**src/hw/rsc_cfg.svh**
```systemverilog
// constants for the reset and stop recovery controller
`ifndef RSC_CFG_SVH
`define RSC_CFG_SVH
`define RSC_DLY_SHORT      13'd66
`define RSC_DLY_XTAL       13'd5000
`define RSC_PIN_TRIG_CYC   3'd4
`define RSC_VECTOR_HI_ADDR 16'h0002
`define RSC_VECTOR_LO_ADDR 16'h0003
`define RSC_CAUSE_POR_BIT  7
`define RSC_CAUSE_STOP_BIT 6
`define RSC_CAUSE_WDT_BIT  5
`define RSC_CAUSE_EXT_BIT  4
`define RSC_CAUSE_LVD_BIT  0
`endif

```
**src/hw/rsc_pkg.sv**
```systemverilog
// types shared by the reset and stop recovery controller
package rsc_pkg;
    typedef enum logic [1:0] {
        RSC_RUN,
        RSC_HOLD,
        RSC_PIN_WAIT
    } rsc_state_e;
    typedef enum logic [1:0] {
        RSC_KIND_NONE,
        RSC_KIND_SYS,
        RSC_KIND_SMR
    } rsc_kind_e;
endpackage

```
**src/hw/rsc_pin_filter.sv**
```systemverilog
// reset pin synchroniser and low-width filter
`timescale 1ns/1ps
`include "rsc_cfg.svh"
module rsc_pin_filter (
    // clock and reset
    input  wire logic core_clk,
    input  wire logic reset,
    // pin level
    input  wire logic pin_in,
    // filtered results
    output logic      pin_low_sync,
    output logic      pin_trig
);
    logic       sync1_q;
    logic       sync2_q;
    logic [2:0] low_cnt_q;

    // two stages; first is read only by the second
    always_ff @(posedge core_clk or posedge reset) begin
        if (reset) begin
            sync1_q <= 1'b1;
            sync2_q <= 1'b1;
        end else begin
            sync1_q <= pin_in;
            sync2_q <= sync1_q;
        end
    end

    // saturating count of consecutive low cycles
    always_ff @(posedge core_clk or posedge reset) begin
        if (reset) begin
            low_cnt_q <= 3'h0;
        end else if (sync2_q) begin
            low_cnt_q <= 3'h0;
        end else if (low_cnt_q != `RSC_PIN_TRIG_CYC) begin
            low_cnt_q <= low_cnt_q + 3'h1;
        end
    end

    assign pin_low_sync = ~sync2_q;
    // fires on the fourth consecutive low sample, so a three cycle pulse never triggers
    assign pin_trig = (low_cnt_q == `RSC_PIN_TRIG_CYC - 3'd1) & ~sync2_q;
endmodule

```
**src/hw/rsc_delay_cnt.sv**
```systemverilog
// shared reset delay counter on the internal oscillator
`timescale 1ns/1ps
`include "rsc_cfg.svh"
module rsc_delay_cnt #(
    parameter int W = 13
) (
    // clock and reset
    input  wire logic         core_clk,
    input  wire logic         reset,
    // control
    input  wire logic         start,
    input  wire logic         osc_tick,
    input  wire logic         xtal_en,
    // status
    output logic              done
);
    logic [W-1:0] cnt_q;
    logic         run_q;
    logic [W-1:0] term;

    assign term = xtal_en ? W'(`RSC_DLY_XTAL) : W'(`RSC_DLY_SHORT);

    always_ff @(posedge core_clk or posedge reset) begin
        if (reset) begin
            // power-up delay runs straight out of reset
            cnt_q <= '0;
            run_q <= 1'b1;
        end else if (start) begin
            cnt_q <= '0;
            run_q <= 1'b1;
        end else if (run_q && osc_tick) begin
            if (cnt_q == term - W'(1)) begin
                run_q <= 1'b0;
            end
            cnt_q <= cnt_q + W'(1);
        end
    end

    assign done = ~run_q & ~start;
endmodule

```
**src/hw/rsc_reset_ctrl.sv**
```systemverilog
// reset, stop-mode recovery and low-voltage controller
`timescale 1ns/1ps
`include "rsc_cfg.svh"
module rsc_reset_ctrl #(
    parameter int NGPIO = 8,
    parameter int DW    = 13
) (
    // clock and reset
    input  wire logic             core_clk,
    input  wire logic             reset,
    // analog status and options
    input  wire logic             brownout_low,
    input  wire logic             lvd_low,
    input  wire logic             brownout_detector_en,
    input  wire logic             brownout_in_stop_enable,
    input  wire logic             watchdog_reset_select,
    input  wire logic             xtal_en,
    input  wire logic             osc_tick,
    // sources
    input  wire logic             wdt_timeout,
    input  wire logic             debugger_rst_set,
    input  wire logic             debug_pin_in,
    input  wire logic             stop_mode,
    input  wire logic             gie,
    input  wire logic [NGPIO-1:0] gpio_in,
    input  wire logic [NGPIO-1:0] smr_src_en,
    input  wire logic             gpio_rst_drive_en,
    // reset pin, open drain
    input  wire logic             rst_pin_in,
    output logic                  rst_pin_out,
    output logic                  rst_pin_oe,
    // cause register read
    input  wire logic             cause_rd,
    output logic [7:0]            reset_cause_register,
    // results
    output logic                  sys_rst,
    output logic                  cpu_rst,
    output logic                  debugger_rst_clr,
    output logic                  ctl_regs_rst,
    output logic                  wdt_osc_regs_rst,
    output logic                  internal_osc_sel,
    output logic [15:0]           vector_hi_addr,
    output logic [15:0]           vector_lo_addr,
    output logic                  wdt_irq,
    output logic                  lvd_irq_req,
    output logic                  brownout_active,
    output logic                  port_input_en,
    output logic [NGPIO-1:0]      port_input_data
);
    logic                 pin_low;
    logic                 pin_trig;
    logic                 dly_done;
    logic                 start;
    logic                 dly_start;
    logic                 bo_low;
    logic                 wdt_sys;
    logic                 smr_req;
    logic                 sys_req;
    logic [NGPIO-1:0]     gpio_q;
    logic [NGPIO-1:0]     gpio_chg;
    logic                 por_q;
    logic                 stop_q;
    logic                 wdt_q;
    logic                 ext_q;
    logic                 wdt_irq_pend_q;
    logic                 osc_sel_q;
    logic                 dbg_q;
    rsc_pkg::rsc_state_e  st_q;
    rsc_pkg::rsc_kind_e   kind_q;

    rsc_pin_filter u_pin (
        .core_clk     (core_clk),
        .reset        (reset),
        .pin_in       (rst_pin_in),
        .pin_low_sync (pin_low),
        .pin_trig     (pin_trig)
    );

    rsc_delay_cnt #(.W(DW)) u_dly (
        .core_clk (core_clk),
        .reset    (reset),
        .start    (dly_start),
        .osc_tick (osc_tick),
        .xtal_en  (xtal_en),
        .done     (dly_done)
    );

    assign brownout_active = brownout_detector_en &
                             (~stop_mode | brownout_in_stop_enable);
    assign bo_low  = brownout_active & brownout_low;
    assign wdt_sys = wdt_timeout & ~stop_mode & watchdog_reset_select;
    assign gpio_chg = (gpio_in ^ gpio_q) & smr_src_en;
    assign smr_req = stop_mode & ((|gpio_chg) | wdt_timeout);
    // pin and debug pin outrank recovery in stop
    assign sys_req = bo_low | wdt_sys | pin_trig | debugger_rst_set |
                     (stop_mode & ~debug_pin_in);
    assign start = (sys_req | smr_req) & (st_q == rsc_pkg::RSC_RUN);
    // delay counts from supply recovery, not from the drop
    assign dly_start = start | bo_low;

    // previous gpio level for edge detection
    always_ff @(posedge core_clk or posedge reset) begin
        if (reset) begin
            gpio_q <= '0;
        end else begin
            gpio_q <= gpio_in;
        end
    end

    // sequencer
    always_ff @(posedge core_clk or posedge reset) begin
        if (reset) begin
            st_q   <= rsc_pkg::RSC_HOLD;
            kind_q <= rsc_pkg::RSC_KIND_SYS;
        end else begin
            unique case (st_q)
                rsc_pkg::RSC_RUN: begin
                    if (sys_req) begin
                        st_q   <= rsc_pkg::RSC_HOLD;
                        kind_q <= rsc_pkg::RSC_KIND_SYS;
                    end else if (smr_req) begin
                        st_q   <= rsc_pkg::RSC_HOLD;
                        kind_q <= rsc_pkg::RSC_KIND_SMR;
                    end
                end
                rsc_pkg::RSC_HOLD: begin
                    // brown-out keeps the delay from starting
                    if (bo_low) begin
                        st_q <= rsc_pkg::RSC_HOLD;
                    end else if (dly_done) begin
                        if (pin_low && kind_q == rsc_pkg::RSC_KIND_SYS) begin
                            st_q <= rsc_pkg::RSC_PIN_WAIT;
                        end else begin
                            st_q   <= rsc_pkg::RSC_RUN;
                            kind_q <= rsc_pkg::RSC_KIND_NONE;
                        end
                    end
                end
                rsc_pkg::RSC_PIN_WAIT: begin
                    if (bo_low) begin
                        st_q <= rsc_pkg::RSC_HOLD;
                    end else if (!pin_low) begin
                        st_q   <= rsc_pkg::RSC_RUN;
                        kind_q <= rsc_pkg::RSC_KIND_NONE;
                    end
                end
            endcase
        end
    end

    // brown-out level of the previous cycle, for the delay restart check
    logic bo_seen_q;
    always_ff @(posedge core_clk or posedge reset) begin
        if (reset) begin
            bo_seen_q <= 1'b0;
        end else begin
            bo_seen_q <= bo_low;
        end
    end

    // cause flags; event set wins over read clear
    always_ff @(posedge core_clk or posedge reset) begin
        if (reset) begin
            por_q  <= 1'b1;
            stop_q <= 1'b0;
            wdt_q  <= 1'b0;
            ext_q  <= 1'b0;
        end else if (start && sys_req) begin
            por_q  <= ~wdt_sys & ~pin_trig;
            stop_q <= 1'b0;
            wdt_q  <= wdt_sys & ~pin_trig;
            ext_q  <= pin_trig;
        end else if (start) begin
            por_q  <= 1'b0;
            stop_q <= 1'b1;
            wdt_q  <= wdt_timeout;
            ext_q  <= 1'b0;
        end else if (cause_rd) begin
            por_q  <= 1'b0;
            stop_q <= 1'b0;
            wdt_q  <= 1'b0;
            ext_q  <= 1'b0;
        end
    end

    assign reset_cause_register = {por_q, stop_q, wdt_q, ext_q, 3'h0,
                                   brownout_active & lvd_low};
    assign lvd_irq_req = brownout_active & lvd_low;

    // watchdog interrupt, deferred past recovery
    always_ff @(posedge core_clk or posedge reset) begin
        if (reset) begin
            wdt_irq_pend_q <= 1'b0;
        end else if (wdt_timeout && !watchdog_reset_select) begin
            wdt_irq_pend_q <= 1'b1;
        end else if (st_q == rsc_pkg::RSC_RUN) begin
            wdt_irq_pend_q <= 1'b0;
        end
    end
    assign wdt_irq = wdt_irq_pend_q & gie & (st_q == rsc_pkg::RSC_RUN);

    // oscillator selection after any recovery
    always_ff @(posedge core_clk or posedge reset) begin
        if (reset) begin
            osc_sel_q <= 1'b1;
        end else if (st_q != rsc_pkg::RSC_RUN) begin
            osc_sel_q <= 1'b1;
        end else begin
            osc_sel_q <= 1'b0;
        end
    end
    assign internal_osc_sel = osc_sel_q;

    // debugger control bit cleared during the reset
    always_ff @(posedge core_clk or posedge reset) begin
        if (reset) begin
            dbg_q <= 1'b0;
        end else begin
            dbg_q <= (kind_q == rsc_pkg::RSC_KIND_SYS) &
                     (st_q != rsc_pkg::RSC_RUN);
        end
    end
    assign debugger_rst_clr = dbg_q;

    assign cpu_rst = (st_q != rsc_pkg::RSC_RUN);
    assign sys_rst = (kind_q == rsc_pkg::RSC_KIND_SYS);
    // recovery touches only watchdog and oscillator control
    assign ctl_regs_rst = sys_rst;
    assign wdt_osc_regs_rst = cpu_rst;
    assign vector_hi_addr = `RSC_VECTOR_HI_ADDR;
    assign vector_lo_addr = `RSC_VECTOR_LO_ADDR;

    // open drain: only ever drives low
    assign rst_pin_out = 1'b0;
    assign rst_pin_oe  = (sys_rst & (st_q == rsc_pkg::RSC_HOLD)) |
                         gpio_rst_drive_en;

    // port inputs frozen during stop and recovery
    assign port_input_en = ~stop_mode & ~cpu_rst;
    always_ff @(posedge core_clk or posedge reset) begin
        if (reset) begin
            port_input_data <= '0;
        end else if (port_input_en) begin
            port_input_data <= gpio_in;
        end
    end

    a_hold_cpu: assert property (@(posedge core_clk) disable iff (reset)
        bo_low |=> cpu_rst) else $error("brown-out did not hold reset");
    a_pin_hold: assert property (@(posedge core_clk) disable iff (reset)
        (pin_low && st_q == rsc_pkg::RSC_PIN_WAIT) |=> cpu_rst)
        else $error("released while pin low");
    a_pin_flag: assert property (@(posedge core_clk) disable iff (reset)
        (start && pin_trig) |=> ext_q) else $error("pin flag missing");
    a_stop_flag: assert property (@(posedge core_clk) disable iff (reset)
        (start && !sys_req) |=> stop_q) else $error("stop flag missing");
    a_read_clr: assert property (@(posedge core_clk) disable iff (reset)
        (cause_rd && !start) |=> reset_cause_register[7:4] == 4'h0)
        else $error("read did not clear flags");
    a_lvd_live: assert property (@(posedge core_clk) disable iff (reset)
        reset_cause_register[0] == (lvd_low & brownout_active))
        else $error("lvd flag not live");
    a_od_drive: assert property (@(posedge core_clk) disable iff (reset)
        (st_q == rsc_pkg::RSC_HOLD && sys_rst) |-> (rst_pin_oe && !rst_pin_out))
        else $error("pin not driven low");
    a_wdt_int: assert property (@(posedge core_clk) disable iff (reset)
        (wdt_timeout && !watchdog_reset_select && !stop_mode &&
         st_q == rsc_pkg::RSC_RUN && !sys_req) |=> !cpu_rst)
        else $error("watchdog interrupt mode reset");
    a_bo_restart: assert property (@(posedge core_clk) disable iff (reset)
        (bo_seen_q && !bo_low) |-> !dly_done)
        else $error("delay not restarted after brown-out");
    a_smr_kept: assert property (@(posedge core_clk) disable iff (reset)
        (start && !sys_req) |=> (cpu_rst && !ctl_regs_rst))
        else $error("recovery reset control registers");
endmodule

```
**config.mk**
```make
export PLATFORM = sky130hd
export DESIGN_NAME = rsc_reset_ctrl
export DESIGN_NICKNAME = d
export VERILOG_FILES = /design/src/hw/rsc_pkg.sv /design/src/hw/rsc_pin_filter.sv /design/src/hw/rsc_delay_cnt.sv /design/src/hw/rsc_reset_ctrl.sv
export VERILOG_INCLUDE_DIRS = /design/src /design/src/hw
export SDC_FILE = /design/constraint.sdc
export NUM_CORES = 1
export LEC_CHECK = 0
export BUFFER_PORTS_ARGS = -buffer_cell sky130_fd_sc_hd__buf_4
export CAP_MARGIN = 5
export CORE_MARGIN = 2
export CORE_UTILIZATION = 45
export DETAILED_ROUTE_END_ITERATION = 8
export PLACE_DENSITY = 0.83
export RECOVER_POWER = 100
export SLEW_MARGIN = 20
export SYNTH_ARGS = -nofsm -noshare
export SYNTH_HDL_FRONTEND = slang
export SYNTH_SLANG_ARGS = --single-unit
```
**constraint.sdc**
```tcl
create_clock -name core_clk -period 1.82 [get_ports core_clk]
set_input_delay 0 -clock core_clk [delete_from_list [all_inputs] [get_ports core_clk]]
set_output_delay 0 -clock core_clk [all_outputs]
set_load 0.05 [all_outputs]
```
# Yosys cells after proc, flatten, opt, wreduce, memory -nomap -nowiden
# Cells that the tools add are included.
# classes
addsub,3
n_eq_ne,14
muxes,34
n_bitwise,36
n_reduce_logical,16
# ops
op,count
2-to-1 mux 13 bit,3
2-to-1 mux 2 bit,13
bitwise AND 1 bit,17
2-to-1 mux 1 bit,14
adder 13 x 1 -> 13 bit (second input constant),1
== test 13 bit,1
subtractor 13 x 1 -> 13 bit (second input constant),1
one-hot mux 2 bit (3 select lines),2
nonzero test 2 bit,5
inequality test 3 bit (second input constant),3
OR 1 bit,9
bitwise AND 8 bit,1
inequality test 2 bit (second input constant),4
inverter 1 bit,8
OR reduction 8 bit,1
bitwise XOR 8 bit,1
2-to-1 mux 3 bit,2
AND reduction 6 bit,1
== test 2 x 1 -> 1 bit (second input constant),2
logical AND 1 bit,4
adder 3 x 1 -> 3 bit (second input constant),1
== test 3 x 2 -> 1 bit (second input constant),1
inequality test 3 x 2 -> 1 bit (second input constant),1
AND reduction 3 bit,1
other kinds (6),6
# totals
regBits,46
input_bits,33
out_inout_bits,60

# Depth between registers and ports, before layout
# Gate-level depths: netlist of run 1.
# depth
depth_word,16
depth_mapped,9
ltp_nobuf,8

# Cells and area by module
# A second synthesis of run 1 with hierarchy kept.
# unflattened
cells_unflattened,274
hier_area_um2,2645.0
# modules_own_cells
mod,n_inst,cells_per_inst,area_per_inst_um2
rsc_reset_ctrl,1,180,1677.9
rsc_delay_cnt,1,73,729.4
rsc_pin_filter,1,21,237.7

# Worst setup path before layout of run 1
# No wires, ideal clock.
# synth_path
kind,register to register
startpoint,reg st_q[1]
endpoint,reg st_q[0]
setup_time_ns,0.089
t_arrival_ns,2.231
t_required_ns,1.731
slack_ns,-0.501
stages_incl_launch_ff,8
n_path_buf,0
period_less_slack_ns,2.321
cell_sequence,dfrtp_1 inv_1 ha_1 inv_1 nor2_2 a31oi_1 o211a_4 a311oi_2
# synth_between
elab_chain_len,7
elab_cells_between_ends,12
classes_between,eq/ne (5); mux (1); bitwise (4); reduce/logical (2)
# synth_lines
element,line_no,source
start: declaration,rsc_reset_ctrl.sv:68,rsc_pkg::rsc_state_e st_q;
start signal: assignment,rsc_reset_ctrl.sv:113,st_q <= rsc_pkg::RSC_HOLD;
start signal: assignment,rsc_reset_ctrl.sv:119,st_q <= rsc_pkg::RSC_HOLD;
start signal: assignment,rsc_reset_ctrl.sv:122,st_q <= rsc_pkg::RSC_HOLD;
zero test 2 bit,"rsc_reset_ctrl.sv:97, rsc_reset_ctrl.sv:116",
bitwise AND 1 bit,rsc_reset_ctrl.sv:97,assign start = (sys_req | smr_req) & (st_q == rsc_pkg::RSC_RUN);
OR 1 bit,rsc_reset_ctrl.sv:99,assign dly_start = start | bo_low;
inverter 1 bit,rsc_delay_cnt.sv:39,assign done = ~run_q & ~start;
bitwise AND 1 bit,rsc_delay_cnt.sv:39,
inequality test 3 bit (no line),--,
AND reduction 3 bit (no line),--,
# Parallel ways exist; a longest one is shown, timed or not.
# A chain may end at the register's enable or synchronous reset.

# Worst setup path in the final report of run 1
# layout_path
startpoint,reg u_pin.low_cnt_q[1]
endpoint,reg st_q[1]
# layout_between
elab_chain_len,12
elab_cells_between_ends,15
classes_between,eq/ne (3); mux (2); bitwise (9); reduce/logical (1)
# layout_lines
element,line_no,source
start: declaration,rsc_pin_filter.sv:16,logic [2:0] low_cnt_q;
start signal: assignment,rsc_pin_filter.sv:36,low_cnt_q <= low_cnt_q + 3'h1;
== test 3 x 2 -> 1 bit (*),rsc_pin_filter.sv:42,assign pin_trig = (low_cnt_q == `RSC_PIN_TRIG_CYC - 3'd1) & ~sync2_q;
bitwise AND 1 bit (*),rsc_pin_filter.sv:42,
OR 1 bit (*) (3 in series),rsc_reset_ctrl.sv:95,assign sys_req = bo_low | wdt_sys | pin_trig | debugger_rst_set |
OR 1 bit,rsc_reset_ctrl.sv:97,
bitwise AND 1 bit,rsc_reset_ctrl.sv:97,
OR 1 bit,rsc_reset_ctrl.sv:99,
inverter 1 bit,rsc_delay_cnt.sv:39,
bitwise AND 1 bit,rsc_delay_cnt.sv:39,
inequality test 3 bit (no line),--,
AND reduction 3 bit (no line),--,
# Mark *: on every way between the ends. The rest lies on a longest branch, timed or not.

==> metrics.txt, run 1 <==
RePlAce Congestion 0.8883; TritonRoute pass-1 iters 4; leakage power 0.001536 uW; Post-synth ARST share 100.0%; n_diodes 0; initial antenna violation count 0; critical path fanouts, max 4; Critical Path Start Type flop; DR vias/cell 5.138; Post-synth EDFFs 0; HPWL after DPL 4.058 mm; clock-pin slew on the worst setup and hold paths 0.09 ns; DRT Wirelength 6.276 mm; die height 80.89 microns; Slew HR 27.58%; Fin Hold WS 0.09316 ns; max_cap viols 0; setup violators final 10; setup ws final -0.1283 ns; crit path time final 1.948 ns; Worst Setup SP u_pin.low_cnt_q[1]; H-tree Lvls 2; fmax 513.3 MHz; hold path start cause_rd; reg2reg start u_pin.low_cnt_q[1]; worst clock skew 0.006597 ns; Final Max Tran Viols 0; Area Growth Syn to Fin 29.92%; synthesized instance count 262; total core area 5816 sq um; R2R setup slack -0.13 ns; Final ANT Viol Nets 0; Routed WL per cell 14.91 microns; first-pass GRT wire length 9.832 mm; fin crit share 107.1%; Fin. Hold Viols 0; Max IR drop VDD 0.8706 mV; clk sinks 46; placed insts 396; Initial Util 45.74%; violated checks setup timing; WP data required 2.05 ns; RSZ-0062 raised after global routing yes; pin count of the biggest net entering global routing 47; Synth Register Bits 46; Max clock buf depth 2; Post-Layout Cell Count 421; Syn Area/Cell 10.15 sq um; clock latency on the worst-skew pair 0.30 ns; Final nets 385; GRT Util Overall 19.60%; critical path type reg2reg; arrival time worst endpoint 2.18 ns; IO Count 93; via count 2163; # DRC 0; Port-buffer cells 56; layout cell share with drive strength beyond 1 32.08%; outcome finished with violations; synthesized cell area 2660 sq um; Top FF cell, synth dfrtp_1; number of buffers created by CTS 5; HP Class in2reg; die area 6542 sq um; Util after Layout 59.42%; synth warn 0; Worst-Margin Slew 1.086 ns; CP endpoint kind flop; total power 4955 uW; CTS tree built; sequential area share after synthesis 43.60%; PwrDens 1434 nW/um^2; root buffer cell clkbuf_8; remaining global-route overflow 0; row count 28; post-synthesis cell type count 56; drt first-iter violations 140; Die X 80.89 microns; vias in the first global route 2138
==> per-stage QoR <==
step / setup WS [ns] / TNS (ns) / cell area, sq um
2_1_floorplan: -0.2782 / -2.333 / 2810
6_report: -0.1283 / -0.5720 / 3456
4_1_cts: -0.1583 / -0.8121 / 3382
3_3_place_gp: -0.1327 / -0.3730 / 3108
5_1_grt: -0.2231 / -2.712 / 3456
3_5_place_dp: -0.2033 / -1.113 / 3108
==> area by class of cell <==
cell class / count / area [sq um]
inverter: 13 / 50.05
timing repair buffer: 90 / 631.9
clock buffer: 6 / 72.57
tap: 75 / 93.84
sequential: 46 / 1160
clock inverter: 2 / 37.54
fill: 517 / 2360
multi-input combinational: 189 / 1410
==> registers in the layout, summed over array words and instances, names as in the netlist <==
| name | cells |
|---|---|
| u_pin.sync1_q | 1 |
| st_q | 2 |
| u_pin.sync2_q | 1 |
| por_q | 1 |
| ext_q | 1 |
| stop_q | 1 |
| u_pin.low_cnt_q | 3 |
| u_dly.run_q | 1 |
| u_dly.cnt_q | 13 |
| kind_q | 2 |
| wdt_irq_pend_q | 1 |
| port_input_data | 8 |
| gpio_q | 8 |
| wdt_q | 1 |
| debugger_rst_clr | 1 |
| internal_osc_sel | 1 |
==> cells by family (layout without fill, tap and decap cells) <==
family | Yosys count | after routing | share of synthesized area [%]
compound gates | 34 | 34 | 10.40
xor+xnor | 21 | 21 | 6.914
fa+ha+maj | 7 | 7 | 3.292
buf+inv | 61 | 111 | 15.00
flops | 46 | 46 | 43.60
mux | 9 | 9 | 3.763
other cells | 2 | 36 | 0.2823
simple gates | 82 | 82 | 16.75
==> path summary, 6_finish.rpt <==
kind | end | cells past startpoint
max | st_q[1] | 8
min | por_q | 3
max reg2reg | st_q[1] | 8
min reg2reg | u_pin.sync2_q | 0
max in group asynchronous | u_dly.cnt_q[5] | 4
min in group asynchronous | port_input_data[6] | 4
==> cells in the mapped netlist, types with 2 or more instances <==
library cell,instances,area share [%]
a21o_1,3,0.85
a21oi_1,5,0.94
a22o_1,2,0.66
a31o_2,2,0.66
a31oi_1,3,0.71
and2_1,2,0.47
and3_1,6,1.4
buf_4,43,12
clkbuf_1,2,0.28
conb_1,2,0.28
dfrtp_1,39,37
dfstp_2,7,6.9
ha_1,7,3.3
inv_1,13,1.8
mux2_2,8,3.4
nand2_1,18,2.5
nand2b_1,4,0.94
nand3_1,10,1.9
nand4_1,4,0.94
nor2_1,19,2.7
nor2b_1,3,0.71
nor3_1,4,0.75
nor4_1,2,0.47
o211ai_1,2,0.56
o21ai_0,2,0.38
xnor2_1,4,1.3
xor2_1,17,5.6
==> worst max-delay path: stages, from the launching register on <==
cell and delay [ns]:
dfrtp_1 0.39, ha_2 0.20, ha_4 0.15, nor2b_4 0.13, o31a_1 0.27, o31ai_2 0.20, a41o_1 0.15, o211a_4 0.20
mux2i_1 0.19
==> layout by cell type, fill, tap and decap left out, types with 2 or more instances in the layout <==
cell type,synthesis,layout
clkbuf_8,0,5
buf_6,1,4
and3_1,6,6
dfrtp_1,39,39
a31o_4,0,2
clkbuf_2,0,3
ha_1,7,5
conb_1,2,36
nand3_4,1,2
dfstp_2,7,7
nand3_1,10,8
nand3_2,1,2
xor2_1,17,17
nand2_1,18,18
dlygate4sd3_1,0,12
nor2_4,0,11
a21o_1,3,3
clkbuf_4,0,3
mux2_2,8,8
and2_1,2,2
a31oi_1,3,3
nand2b_1,4,3
nor2_1,19,6
nor3_1,4,4
a21oi_1,5,4
inv_1,13,11
buf_4,43,39
xnor2_1,4,4
a22o_1,2,2
clkbuf_1,2,28
nand4_1,4,4
o211ai_1,2,2
nor2_2,1,3
==> where the power goes <==
part | internal (uW) | switching (uW)
registers | 1300 | 164
clock network | 410 | 350
logic | 920 | 1810
total | 2630 | 2320
==> routing by layer <==
layer / global-route usage (%) / vias to the layer above / routed length (microns)
met2: 33.47 / 108 / 3165
li1: - / 980 / -
met3: 3.778 / 25 / 355
met1: 23.87 / 1050 / 2459
met5: 0 / - / 0
met4: 9.153 / 0 / 296
==> what timing repair did <==
item / CTS / global route
hold buffers: 12 / 0
hold endpoints to repair: 58 / 0
setup endpoints to repair: 22 / 30
pin swaps: 5 / 17
resized for setup: 7 / 39
setup buffers: 1 / 4
Power figures use the tool's default switching activity.
==> inputs of run 2 (changes only) <==
--- a/config.mk
+++ b/config.mk
@@ -8,8 +8,10 @@
 export LEC_CHECK = 0
 export BUFFER_PORTS_ARGS = -buffer_cell sky130_fd_sc_hd__buf_4
 export CAP_MARGIN = 5
+export CELL_PAD_IN_SITES_DETAIL_PLACEMENT = 0
+export CELL_PAD_IN_SITES_GLOBAL_PLACEMENT = 1
 export CORE_MARGIN = 2
-export CORE_UTILIZATION = 45
+export CORE_UTILIZATION = 34
 export DETAILED_ROUTE_END_ITERATION = 8
 export PLACE_DENSITY = 0.83
 export RECOVER_POWER = 100
==> run 2 against run 1 <==
The run still ends with setup timing left; setup slack got worse by 0.022 ns; core utilization is 16 points lower; combinational power fell by 7%; clock power up 3%; non-clock buffer count unchanged; routed wire length is 8.3% lower; first-iteration DRC count decreased by 45%; clock skew decreased by 0.0039 ns; global-route usage down 6.4 points; highest routed layer unchanged.
==> metrics.txt, run 2 (same netlist as run 1, synthesis figures left out) <==
outcome finished with violations; violated checks setup timing; IO Count 93; most frequent cells in the layout 48 x buf_4, 39 x dfrtp_1, 36 x conb_1; fin crit share 108.3%; Die X 92.45 microns; GRT Util Overall 13.15%; H-tree Lvls 2; DRT Wirelength 5.757 mm; clk sinks 46; Max clock buf depth 2; layout cell share with drive strength beyond 1 27.75%; Port-buffer cells 56; DR vias/cell 4.600; HP Class in2reg; Clock power frac 16.3%; area post-placement 3162 sq um; Crit path buffers/inverters 0; CTS tree built; Regs by FF count u_dly.cnt_q x13, gpio_q x8, port_input_data x8; RePlAce Congestion 0.8718; TritonRoute pass-1 iters 4; Critical Path Start Type flop; clock-pin slew on the worst setup and hold paths 0.09 ns; Final ANT Viol Nets 0; die area 8547 sq um; total power 4779 uW; crit-path cells ha_2 > ha_2 > nor2b_4 > o31a_1 > o31ai_1 > a41o_1 > o211a_4 > mux2i_1; crit path time final 1.971 ns; HPWL after DPL 4.286 mm; arrival time worst endpoint 2.19 ns; max_cap viols 0; Routed WL per cell 12.85 microns; Internal 2599 uW; number of fill cells 766; critical path type reg2reg; Post-Layout Cell Count 448; worst clock skew 0.002713 ns; root buffer cell clkbuf_8; P_sw 2180 uW; row count 32; Flop pwr share 30.5%; CP endpoint kind flop; Final Max Tran Viols 0; largest register by flop count u_dly.cnt_q; commonest non-fill, non-tap cell in the layout buf_4; pin count of the biggest net entering global routing 28; critical path fanouts, max 4; number of buffers created by CTS 5; Max IR drop VDD 0.5420 mV; sw frac 45.62%; Area Growth Syn to Fin 25.87%; leakage power 0.001525 uW; Initial Util 34.78%; max incr delay on CP 0.39 ns; Top delay family on crit path compound AO/OA/AOI/OAI gates; drt first-iter violations 77; n_diodes 0; remaining global-route overflow 0; WP data required 2.04 ns; most frequent CP cell ha_2; setup violators final 4; Slew HR 51.83%; Slowest-stage cell, CP dfrtp_1; first-pass GRT wire length 8.832 mm; clock latency on the worst-skew pair 0.30 ns; fmax 507.4 MHz; Worst-Margin Slew 0.7182 ns; # DRC 0; via count 2061; Final nets 385; setup ws final -0.1507 ns; placed insts 424; combinational share of power 53.2%; total core area 7647 sq um; initial antenna violation count 0; Design Area, Final 3348 sq um; RSZ-0062 raised after global routing yes; max FFs per register 13; vias in the first global route 1902; die height 92.45 microns; PwrDens 1427 nW/um^2; Fin. Hold Viols 0
==> run 2: power by group through the flow <==
stage,Combinational (uW),Sequential (uW),Clock (uW)
global route,2700,1490,840
global placement,2530,1470,0
detailed placement,2550,1480,0
finish,2540,1460,780
CTS,2630,1460,809
floorplan,1560,1840,0
==> run 2: final timing paths <==
check | startpoint | slack (ns) | endpoint | cells past startpoint
max in group asynchronous | reset | 0.51 | debugger_rst_clr | 4
setup reg to reg | u_pin.low_cnt_q[1] | -0.15 | st_q[1] | 8
setup / recovery | u_pin.low_cnt_q[1] | -0.15 | st_q[1] | 8
hold / removal | watchdog_reset_select | 0.01 | wdt_irq_pend_q | 3
min in group asynchronous | reset | 0.28 | port_input_data[2] | 3
hold reg to reg | u_pin.sync1_q | 0.36 | u_pin.sync2_q | 0
==> run 2: timing repair <==
action / CTS / global route
resized for setup: 5 / 4
endpoints found under the hold margin: 37 / 0
buffers inserted: 2 / 2
setup endpoints to repair: 20 / 22
hold buffers: 12 / 0
pin swaps: 6 / 4
==> run 2: worst min-delay path: stages <==
cell and delay (ns):
buf_4 0.12, inv_1 0.05, a22o_1 0.12
==> run 2: area by class of cell <==
class	count	area, sq um	share of cell area, %
clock buffer	5	68.82	2.055
clock inverter	3	45.04	1.345
inverter	13	50.05	1.495
multi-input combinational	189	1271	37.97
sequential	46	1160	34.64
tap	102	127.6	3.812
timing repair buffer	90	625.6	18.68
==> run 2: metrics by stage <==
step	hold slack, ns	setup TNS (ns)	worst slack (ns)	utilization, %
after global placement	0.07117	-0.4528	-0.1494	41.34
final	0.01222	-0.3547	-0.1507	43.78
after floorplan	0.004478	-2.333	-0.2782	-
after CTS	0.003898	-0.5410	-0.1938	44.85
after detailed placement	0.07947	-1.572	-0.2298	41.34
after global routing	0.02410	-1.244	-0.2216	43.78
==> run 2: metal layers <==
layer  vias to the layer above  track usage [%]  wire length [microns]
met3                         7            2.685                    294
met4                         0            5.224                     82
met5                         -                0                      0
met2                        70            22.81                   2992
li1                        977                -                      -
met1                      1007            15.96                   2388
